<file path="src/common/ptr_addr_pkg.sv">
/*
  Constants, operand encodings and carrier structs for the indexed pointer
  address generator. Assumes a single core clock and that the core presents
  one operand evaluation per request strobe.
*/
package ptr_addr_pkg;
  // ==========================================================================
  // Widths
  localparam int PTR_W = 23;
  localparam int IDX_W = 16;
  localparam int NPTR = 8;
  localparam int SEL_W = 3;
  localparam logic [PTR_W-1:0] PTR_RESET = 23'h000000;
  localparam logic [PTR_W-1:0] STEP_ONE = 23'h000001;
  localparam logic [PTR_W-1:0] STEP_TWO = 23'h000002;
  localparam logic [SEL_W-1:0] PTR_ZERO_SEL = 3'h0;

  // ==========================================================================
  // Operands
  typedef enum logic [3:0] {
    OP_PLAIN = 4'b0000,
    OP_POST_INC = 4'b0001,
    OP_POST_DEC = 4'b0010,
    OP_PRE_INC = 4'b0011,
    OP_PRE_DEC = 4'b0100,
    OP_POST_ADD_IDX = 4'b0101,
    OP_POST_SUB_IDX = 4'b0110,
    OP_BASE_IDX = 4'b0111,
    OP_REV_ADD = 4'b1000,
    OP_REV_SUB = 4'b1001
  } operand_e;

  typedef struct packed {
    logic valid;
    operand_e op;
    logic [SEL_W-1:0] sel;
    logic wide;
    logic [IDX_W-1:0] temp_index_zero;
    logic legacy_compat_mode_bit;
    logic addressing_mode_select;
    logic [NPTR-1:0] circ_enable;
    logic [IDX_W-1:0] buffer_start_register;
  } addr_req_s;

  typedef struct packed {
    logic valid;
    logic unsupported;
    logic [PTR_W-1:0] addr;
    logic [SEL_W-1:0] sel;
    logic [PTR_W-1:0] new_ptr;
  } addr_rsp_s;
endpackage : ptr_addr_pkg

</file>
<file path="src/rtl/rev_carry_adder.sv">
/*
  Reverse-carry adder: carry ripples from the top bit down to bit 0.
  Assumes purely combinational use inside the address generator.
*/
module rev_carry_adder (
  input wire logic [ptr_addr_pkg::PTR_W-1:0] a_in,
  input wire logic [ptr_addr_pkg::PTR_W-1:0] b_in,
  input wire logic sub_in,
  output logic [ptr_addr_pkg::PTR_W-1:0] sum_out
);
  import ptr_addr_pkg::*;
  // ==========================================================================
  // Ripple chain
  logic [PTR_W:0] carry;
  logic [PTR_W-1:0] b_eff;
  assign b_eff = sub_in ? ~b_in : b_in;
  // Subtraction is two's complement with the carry in at the top bit
  assign carry[PTR_W] = sub_in;
  genvar i;
  generate
    for (i = 0; i < PTR_W; i++) begin : g_bit
      assign sum_out[i] = a_in[i] ^ b_eff[i] ^ carry[i+1];
      assign carry[i] = (a_in[i] & b_eff[i]) |
                        (carry[i+1] & (a_in[i] ^ b_eff[i]));
    end
  endgenerate
endmodule : rev_carry_adder

</file>
<file path="src/rtl/indexed_pointer_address_gen.sv">
/*
  Indexed pointer address generator: holds eight extended pointers, forms
  one address per request and writes back the updated pointer.
  Assumes the core gives at most one request per clock and holds the
  compat, circular and buffer start settings valid with the request.
*/
module indexed_pointer_address_gen (
  input wire logic mclk_in,
  input wire logic rst_in,
  input wire ptr_addr_pkg::addr_req_s req_in,
  input wire logic load_in,
  input wire logic [ptr_addr_pkg::SEL_W-1:0] load_sel_in,
  input wire logic [ptr_addr_pkg::PTR_W-1:0] load_val_in,
  output ptr_addr_pkg::addr_rsp_s rsp_out,
  output logic [ptr_addr_pkg::PTR_W-1:0] extended_aux_pointer_zero_out
);
  import ptr_addr_pkg::*;

  // ==========================================================================
  // Pointer file
  logic [PTR_W-1:0] extended_aux_pointer_n [NPTR];
  addr_rsp_s rsp;

  // ==========================================================================
  // Decode
  wire [PTR_W-1:0] cur_ptr = extended_aux_pointer_n[req_in.sel];
  wire [PTR_W-1:0] temp_ext =
    {{(PTR_W-IDX_W){req_in.temp_index_zero[IDX_W-1]}},
     req_in.temp_index_zero};
  wire [PTR_W-1:0] index_val = req_in.legacy_compat_mode_bit ?
    extended_aux_pointer_n[PTR_ZERO_SEL] : temp_ext;
  wire [PTR_W-1:0] step = req_in.wide ? STEP_TWO : STEP_ONE;
  wire circ = req_in.circ_enable[req_in.sel];
  wire [PTR_W-1:0] base_ofs = circ ?
    {{(PTR_W-IDX_W){1'b0}}, req_in.buffer_start_register} :
    PTR_RESET;
  wire is_rev = (req_in.op == OP_REV_ADD) || (req_in.op == OP_REV_SUB);
  // Control-mode operands are not handled here; flag them and do nothing
  wire dsp_mode = ~req_in.addressing_mode_select;
  wire go = req_in.valid & dsp_mode;

  wire [PTR_W-1:0] inc_ptr = cur_ptr + step;
  wire [PTR_W-1:0] dec_ptr = cur_ptr - step;
  wire [PTR_W-1:0] add_idx = cur_ptr + index_val;
  wire [PTR_W-1:0] sub_idx = cur_ptr - index_val;
  wire [PTR_W-1:0] rev_sum;

  rev_carry_adder u_rev (
    .a_in(cur_ptr),
    .b_in(index_val),
    .sub_in(req_in.op == OP_REV_SUB),
    .sum_out(rev_sum)
  );

  // ==========================================================================
  // Address and update selection
  logic [PTR_W-1:0] pre_addr;
  logic [PTR_W-1:0] next_ptr;
  always_comb begin
    pre_addr = cur_ptr;
    next_ptr = cur_ptr;
    case (req_in.op)
      OP_PLAIN: begin
      end
      OP_POST_INC: next_ptr = inc_ptr;
      OP_POST_DEC: next_ptr = dec_ptr;
      OP_PRE_INC: begin
        pre_addr = inc_ptr;
        next_ptr = inc_ptr;
      end
      OP_PRE_DEC: begin
        pre_addr = dec_ptr;
        next_ptr = dec_ptr;
      end
      OP_POST_ADD_IDX: next_ptr = add_idx;
      OP_POST_SUB_IDX: next_ptr = sub_idx;
      OP_BASE_IDX: pre_addr = cur_ptr + index_val;
      // Circular bit-reverse leaves the pointer unchanged
      OP_REV_ADD, OP_REV_SUB: begin
        next_ptr = circ ? cur_ptr : rev_sum;
      end
      default: begin
      end
    endcase
  end
  // Address uses the value before any post-update
  wire [PTR_W-1:0] next_addr = pre_addr + base_ofs;
  wire writes = go && (next_ptr != cur_ptr);

  // ==========================================================================
  // Registers
  genvar g;
  generate
    for (g = 0; g < NPTR; g++) begin : g_ptr
      always_ff @(posedge mclk_in or posedge rst_in) begin
        if (rst_in) begin
          extended_aux_pointer_n[g] <= PTR_RESET;
        end else if (writes && req_in.sel == SEL_W'(g)) begin
          extended_aux_pointer_n[g] <= next_ptr;
        end else if (load_in && load_sel_in == SEL_W'(g)) begin
          extended_aux_pointer_n[g] <= load_val_in;
        end
      end
    end
  endgenerate

  always_ff @(posedge mclk_in or posedge rst_in) begin
    if (rst_in) begin
      rsp <= '0;
    end else begin
      rsp.valid <= go;
      rsp.unsupported <= req_in.valid & ~dsp_mode;
      rsp.addr <= go ? next_addr : rsp.addr;
      rsp.sel <= req_in.sel;
      rsp.new_ptr <= next_ptr;
    end
  end
  assign rsp_out = rsp;
  assign extended_aux_pointer_zero_out = extended_aux_pointer_n[PTR_ZERO_SEL];

  // ==========================================================================
  // Checks
  // Mirrored copies model the reverse carry as a plain add, so the checks
  // do not lean on the adder they watch
  logic [PTR_W-1:0] mir_ptr;
  logic [PTR_W-1:0] mir_idx;
  logic [PTR_W-1:0] mir_add;
  logic [PTR_W-1:0] mir_sub;
  logic [PTR_W-1:0] chk_rev_add;
  logic [PTR_W-1:0] chk_rev_sub;
  wire [PTR_W-1:0] chk_start =
    {{(PTR_W-IDX_W){1'b0}}, req_in.buffer_start_register};
  wire [PTR_W-1:0] chk_ofs = circ ? chk_start : PTR_RESET;
  assign mir_add = mir_ptr + mir_idx;
  assign mir_sub = mir_ptr - mir_idx;
  genvar m;
  generate
    for (m = 0; m < PTR_W; m++) begin : g_mirror
      assign mir_ptr[m] = cur_ptr[PTR_W-1-m];
      assign mir_idx[m] = index_val[PTR_W-1-m];
      assign chk_rev_add[m] = mir_add[PTR_W-1-m];
      assign chk_rev_sub[m] = mir_sub[PTR_W-1-m];
    end
  endgenerate
endmodule : indexed_pointer_address_gen

</file>
<file path="config.mk">
export PLATFORM = sky130hd
export DESIGN_NAME = indexed_pointer_address_gen
export DESIGN_NICKNAME = d
export VERILOG_FILES = /design/src/common/ptr_addr_pkg.sv /design/src/rtl/rev_carry_adder.sv /design/src/rtl/indexed_pointer_address_gen.sv
export SDC_FILE = /design/constraint.sdc
export NUM_CORES = 1
export LEC_CHECK = 0
export BUFFER_PORTS_ARGS = -buffer_cell sky130_fd_sc_hd__buf_2
export CAP_MARGIN = 20
export CORE_UTILIZATION = 30
export CTS_BUF_LIST = sky130_fd_sc_hd__clkbuf_4 sky130_fd_sc_hd__clkbuf_8
export DETAILED_ROUTE_END_ITERATION = 7
export GPL_ROUTABILITY_DRIVEN = 0
export SLEW_MARGIN = 5
export SYNTH_ARGS = -nofsm -noshare
export SYNTH_HDL_FRONTEND = slang
export SYNTH_HIERARCHICAL = 1
export SYNTH_SLANG_ARGS = --single-unit
</file>
<file path="constraint.sdc">
create_clock -name mclk_in -period 14.4 [get_ports mclk_in]
set_input_delay 1.44 -clock mclk_in [delete_from_list [all_inputs] [get_ports mclk_in]]
set_output_delay 1.44 -clock mclk_in [all_outputs]
set_load 0.01 [all_outputs]
</file>
After elaboration in Yosys (flattened, before gate mapping):

Cells that the tools add are included.

* shift operators: 0
* $mul: 0
* add/sub/neg operators: 5
* eq/ne operators: 24
* mux-type cells: 28
* bitwise logic cells: 117
* reduce and logical (&&, ||, !) cells: 30
* divide/modulo/power cells: 0
* order comparisons: 2

Operator list (number)
* 2-to-1 mux 23 bit: 21
* case mux 23 bit (5 select lines): 1
* binary-select mux 23 bit (select 3 bit): 1
* case mux 23 bit (3 select lines): 1
* AND 1 bit: 46
* bitwise XOR 1 bit: 46
* equality test 3 bit, second input constant: 8
* adder 23 x 16 -> 23 bit: 1
* adder 23 x 2 -> 23 bit: 1
* adder 23 bit: 1
* inequality test 23 bit: 1
* NOT 23 bit: 1
* subtractor 23 x 2 -> 23 bit: 1
* subtractor 23 bit: 1
* OR 1 bit: 22
* logical AND 1 bit: 17
* equality test 4 x 3 -> 1 bit, second input constant: 4
* 2-to-1 mux 16 bit: 1
* nonzero test 2 bit: 8
* equality test 3 x 2 -> 1 bit, second input constant: 4
* equality test 4 x 2 -> 1 bit, second input constant: 2
* equality test 4 bit, second input constant: 2
* equality test 3 x 1 -> 1 bit, second input constant: 2
* logical NOT 3 bit: 2
* 9 further kinds: 11

* memories: 0
* register bits: 235
* bits of input ports: 80
* memory bits (read-only): 0
* latch bits: 0
* RAM bits: 0
* word-level logic and storage cells: 219

Depth between registers and ports, before layout:

* depth after elaboration: 56
* depth in mapped cells: 50

Cells and area by module:

The synthesis kept the hierarchy.

By module, submodules not included
* indexed_pointer_address_gen: area each 19827.8 µm², times used 1, cells each 2162, sequential area each 5880.6 µm²
* rev_carry_adder: area each 860.8 µm², times used 1, cells each 90, sequential area each 0.0 µm²

Least setup slack after synthesis:

Ideal clock, no wire load.

* kind: input port to flip-flop
* from: input port req_in[44] (netlist bit)
* to: register extended_aux_pointer_n[124] (netlist bit)
* arrival time: 14186 ps
* library setup time: 150 ps
* data required time: 14250 ps
* setup slack: 64 ps
* stages: 50
* cells stage by stage: buf_6 buf_8 buf_6 buf_4 buf_2 buf_2 mux4_2 nand2_1 nand2_1 clkbuf_1 inv_1 fa_1 fa_1 fa_1 inv_1 fa_1 fa_1 inv_1 [14 not listed] fa_1 inv_1 fa_1 fa_1 xnor2_1 xnor2_1 o21ai_0 nand2_1 nor2_1 a2111oi_0 o2111ai_1 or4_1 nor4_2 o211ai_2 and4_1 buf_6 buf_6 mux2i_1

RTL lines
* start: declaration: line indexed_pointer_address_gen.sv:10 `input wire ptr_addr_pkg::addr_req_s req_in,`
* NOT 3 -> 4 bit (not written as such) (*): line indexed_pointer_address_gen.sv:26 `wire [PTR_W-1:0] cur_ptr = extended_aux_pointer_n[req_in.sel];`
* binary-select mux 23 bit (select 3 bit) (*): line indexed_pointer_address_gen.sv:26
* 2-to-1 mux 23 bit (not written as such) (*) (2 in a row): line indexed_pointer_address_gen.sv:26
* net cur_ptr[21]: line indexed_pointer_address_gen.sv:26
* bitwise XOR 1 bit: line rev_carry_adder.sv:24 `(carry[i+1] & (a_in[i] ^ b_eff[i]));`
* AND 1 bit: line rev_carry_adder.sv:24
* OR 1 bit (*): line rev_carry_adder.sv:23 `assign carry[i] = (a_in[i] & b_eff[i]) |`
* AND 1 bit (*): line rev_carry_adder.sv:24
* [39 not listed]
* bitwise XOR 1 bit (*): line rev_carry_adder.sv:22 `assign sum_out[i] = a_in[i] ^ b_eff[i] ^ carry[i+1];`
* net rev_sum[0]: line indexed_pointer_address_gen.sv:46 `wire [PTR_W-1:0] rev_sum;`
* 2-to-1 mux 23 bit (*): line indexed_pointer_address_gen.sv:80 `next_ptr = circ ? cur_ptr : rev_sum;`
* case mux 23 bit (5 select lines) (*): line indexed_pointer_address_gen.sv:62 `case (req_in.op)`
* inequality test 23 bit (*): line indexed_pointer_address_gen.sv:88 `wire writes = go && (next_ptr != cur_ptr);`
* logical AND 1 bit (*): line indexed_pointer_address_gen.sv:88
* logical AND 1 bit (*): line indexed_pointer_address_gen.sv:98 `end else if (writes && req_in.sel == SEL_W'(g)) begin`
* 2-to-1 mux 23 bit or nonzero test 2 bit (tied branches)
* end signal: indexed assignment: line indexed_pointer_address_gen.sv:99 `extended_aux_pointer_n[g] <= next_ptr;`
* end signal: indexed assignment: line indexed_pointer_address_gen.sv:101 `extended_aux_pointer_n[g] <= load_val_in;`
* end: declaration: line indexed_pointer_address_gen.sv:21 `logic [PTR_W-1:0] extended_aux_pointer_n [NPTR];`

The timed path passes the listed nets; every way through them passes the cells marked *. The select of a mux whose other input is x is not followed.
A chain may end at the register's enable or synchronous reset.

Worst setup path in the final report:

* from: input port req_in[25] (netlist bit)
* to: register extended_aux_pointer_n[137] (netlist bit)

* cells in the longest elaborated chain, start to end: 55

RTL lines
* 2-to-1 mux 23 bit (*): line indexed_pointer_address_gen.sv:30 `wire [PTR_W-1:0] index_val = req_in.legacy_compat_mode_bit ?`
* net index_val[22]: line indexed_pointer_address_gen.sv:30
* NOT 23 bit: line rev_carry_adder.sv:16 `assign b_eff = sub_in ? ~b_in : b_in;`
* 2-to-1 mux 23 bit (*): line rev_carry_adder.sv:16
* bitwise XOR 1 bit: line rev_carry_adder.sv:24
* AND 1 bit: line rev_carry_adder.sv:24
* OR 1 bit (*): line rev_carry_adder.sv:23
* AND 1 bit (*): line rev_carry_adder.sv:24
* [41 not listed]
* bitwise XOR 1 bit (*): line rev_carry_adder.sv:22
* net rev_sum[0]: line indexed_pointer_address_gen.sv:46
* 2-to-1 mux 23 bit (*): line indexed_pointer_address_gen.sv:80
* case mux 23 bit (5 select lines) (*): line indexed_pointer_address_gen.sv:62
* inequality test 23 bit (*): line indexed_pointer_address_gen.sv:88
* logical AND 1 bit (*): line indexed_pointer_address_gen.sv:88
* logical AND 1 bit (*): line indexed_pointer_address_gen.sv:98
* 2-to-1 mux 23 bit or nonzero test 2 bit (tied branches)

The timed path passes the listed nets; every way through them passes the cells marked *.

==> impl_results.md <==
* RSZ-0062 raised after global routing: no
* Routed Antenna Nets at 0
* Worst Setup Start Kind: input pin
* Final Hold Viols at 0
* Worst reg2reg endpoint: extended_aux_pointer_n[137]$_DFFE_PP0P_
* Post-CTS Hold Fix Bufs at 0
* Hold WC Path Type: reg2reg
* Static Leak at 10.7 nW
* Avg Vias per Cell at 5.94
* Fraction of layout cells with a size suffix above 1 at 16.9%
* # diodes at 0
* Clock buffer depth at 3
* Hold path endpoint: rsp_out[43]$_DFFE_PP0P_
* Cells after synthesis at 2252
* R2R cell count at 42
* Req. time, crit path at 14.78 ns
* R2R Setup Slk at 1.29 ns
* Vias in the first global route at 18800
* Netlist cell types at 98
* Die Area at 0.0700 mm²
* Max cap viols at 0
* Ports at 154
* Setup Fix Bufs, Post-CTS at 0
* Tot GR Track Use at between 20% and 30%
* Final #Nets at 2495
* Antenna violations before repair at 0
* Relative slew slack at 25.5%
* Number of buffers created by CTS at 41
* Overflow after GRT at 0
* Setup crit end kind: flop
* DR pass1 iterations at 7
* Standard-cell rows at 95
* H-tree depth at 2
* FF+latch count, synth at 235
* Setup TNS at 0 ns
* Seq/Total Area, Yosys at 28.4%
* Final WL at a little under 80000 µm
* Fillers at roughly 6900
* Number of remaining DRC errors at 0
* Slowest CP cell: or4_1
* TritonCTS clock tree: yes
* Post-route cell area at 0.0232 mm²
* Worst Tran Pin Value at 1.12 ns
* Max-slew violations at 0
* Peak supply drop at 0.0842 mV
* Most frequent cells in the layout: mux2i_1 (424), dfrtp_1 (235), buf_2 (153)
* Post-CTS sizing at 0
* Detailed-route via count at ~19000
* Layout area overhead at 11.9%
* Fin crit share at a little over nine tenths
* Chip width at between 200 and 300 µm
* Hold Startpoint: rsp_out[43]$_DFFE_PP0P_
* Post-synth EDFFs at 0
* DP Wirelength at 56500 µm
* Most used cell, CP: fa_1
* TritonCTS Sinks at 235
* Clock slew at reported path FFs at about 0.050 ns
* Syn Area/Cell at 9.19 µm²
* CP max stage delay at about 0.59 ns
* Power per cell area at ~170 mW/mm²
* Largest net degree at the start of global routing at 112
* Core area at 0.0678 mm²
* Synth async-reset ratio at between 90% and 100%
* Cell family with most CP delay: adder cells
* Critical Path AT at 14.15 ns
* Critical path peak fanout at 14
* Port buffer count at 153
* Tmin final at 13.77 ns
* Initial Util at 30.5%
* Hold depth at 2
* Setup Crit Path Kind: in2reg
* Prevailing post-synth register cell: dfrtp_1
* Syn_nets at 2423
* Cell Area, Placed at around 0.022 mm²
* Reg2reg start: extended_aux_pointer_zero_out[22]$_DFFE_PP0P_
* YS warnings at 6
* Worst Path Buf+Inv at 8
* Commonest non-fill, non-tap cell in the layout: mux2i_1
* Root buffer cell: clkbuf_8
* Worst-skew pair later-pin latency at 0.59 ns
* Cell Area, Synth at 0.0207 mm²
* CP Launch Point: req_in[25]
* Setup Skew at 0.0346 ns
* Post-DR wirelength/cell at between 20 and 25 µm
* First-pass GRT wire length at 118000 µm
* FMAX at 0.0726 GHz
* Die height at between 200 and 300 µm
* Initial drt markers at 1806
* Status: completed
* # setup viols final at 0
-- per-stage QoR --
stage	hold WS, ns	utilization (%)	setup WS [ns]	total power, mW	std cells
floorplan	0.507	-	0.0644	2.46	2252
global route	0.499	34.2	0.270	4.05	3228
finish	0.477	34.2	0.631	3.82	3228
global placement	0.462	32.9	0.387	3.04	3150
detailed placement	0.467	32.9	0.224	3.10	3151
CTS	0.482	34.1	0.776	3.77	3225
-- worst min-delay path, delay by kind of cell (launching register included) --
kind | cells | cell delay (ns)
flip-flops | 1 | 0.34
AO/OA/AOI/OAI | 1 | 0.06
AND/OR/NAND/NOR | 1 | 0.04
-- sequential cells by signal, indices dropped and copies added (netlist names) --
signal	cells
extended_aux_pointer_zero_out	23
rsp_out	51
extended_aux_pointer_n	161
-- logic make-up (layout without fill, tap and decap cells) --
group / count (synthesis) / count (layout) / synth area share [%]
multiplexers: 464 / 464 / 23.5
buffers and inverters: 339 / 442 / 7.64
AO/OA/AOI/OAI: 553 / 553 / 18.2
AND/OR/NAND/NOR: 478 / 478 / 11.9
adder cells (fa/ha/maj): 91 / 91 / 6.45
XOR/XNOR: 92 / 92 / 3.97
flip-flops: 235 / 235 / 28.4
-- per-layer routing --
| layer | global-route usage [%] | up-vias | share of wire, % |
|---|---|---|---|
| li1 | - | 8356 | - |
| met1 | 27.2 | 9554 | 40 |
| met2 | 35.2 | 1029 | 46 |
| met3 | 3.44 | 222 | 7.5 |
| met4 | 12.4 | 0 | 5.7 |
| met5 | 0 | - | 0 |
-- Yosys cell counts (17+ instances only) --
cell type  count  area share [%]
a211oi_1      22            0.80
a21o_1        28             1.0
a21oi_1      120             2.9
and2_1        26            0.79
and3_1        20            0.60
buf_1         30            0.54
buf_2         18            0.44
buf_4         33             1.2
clkbuf_1     104             1.9
dfrtp_1      235              28
fa_1          26             2.5
ha_1          65             3.9
inv_1        123             2.2
mux2_2        25             1.4
mux2i_1      424              21
nand2_1      117             2.1
nand2b_1      17            0.51
nand3_1       37            0.90
nor2_1       108             2.0
nor3_1        42             1.0
o211ai_1      24            0.87
o21ai_0      111             2.7
o221ai_1      17            0.72
o22ai_1       32            0.97
xnor2_1       69             2.9
xor2_1        21            0.89
-- area by class of cell --
type / instances / area, µm² / share of cell area (%)
repair buffers: 233 / 1500 / 6.50
clock inverters: 8 / 53.8 / 0.232
inverters: 135 / 514 / 2.22
multi-input cells: 1678 / 13300 / 57.4
clock buffers: 66 / 815 / 3.52
well taps: 873 / 1090 / 4.72
flip-flops and latches: 235 / 5880 / 25.4
-- worst max path at each step --
stage,slack (ns),cells past startpoint,endpoint
floorplan,0.06,50,extended_aux_pointer_n[124]$_DFFE_PP0P_
global placement,0.39,43,extended_aux_pointer_n[134]$_DFFE_PP0P_
detailed placement,0.22,43,extended_aux_pointer_n[137]$_DFFE_PP0P_
CTS,0.78,43,extended_aux_pointer_n[137]$_DFFE_PP0P_
global route,0.27,43,extended_aux_pointer_n[137]$_DFFE_PP0P_
finish,0.63,43,extended_aux_pointer_n[137]$_DFFE_PP0P_
-- power breakdown --
group          internal, mW  leakage [nW]  total, mW  switching, mW
Sequential            0.890          2.81       1.05          0.157
Clock                 0.361         0.465      0.660          0.299
Combinational         0.793          7.42       2.11           1.32
Note: power is estimated with default switching activity, not from simulation.
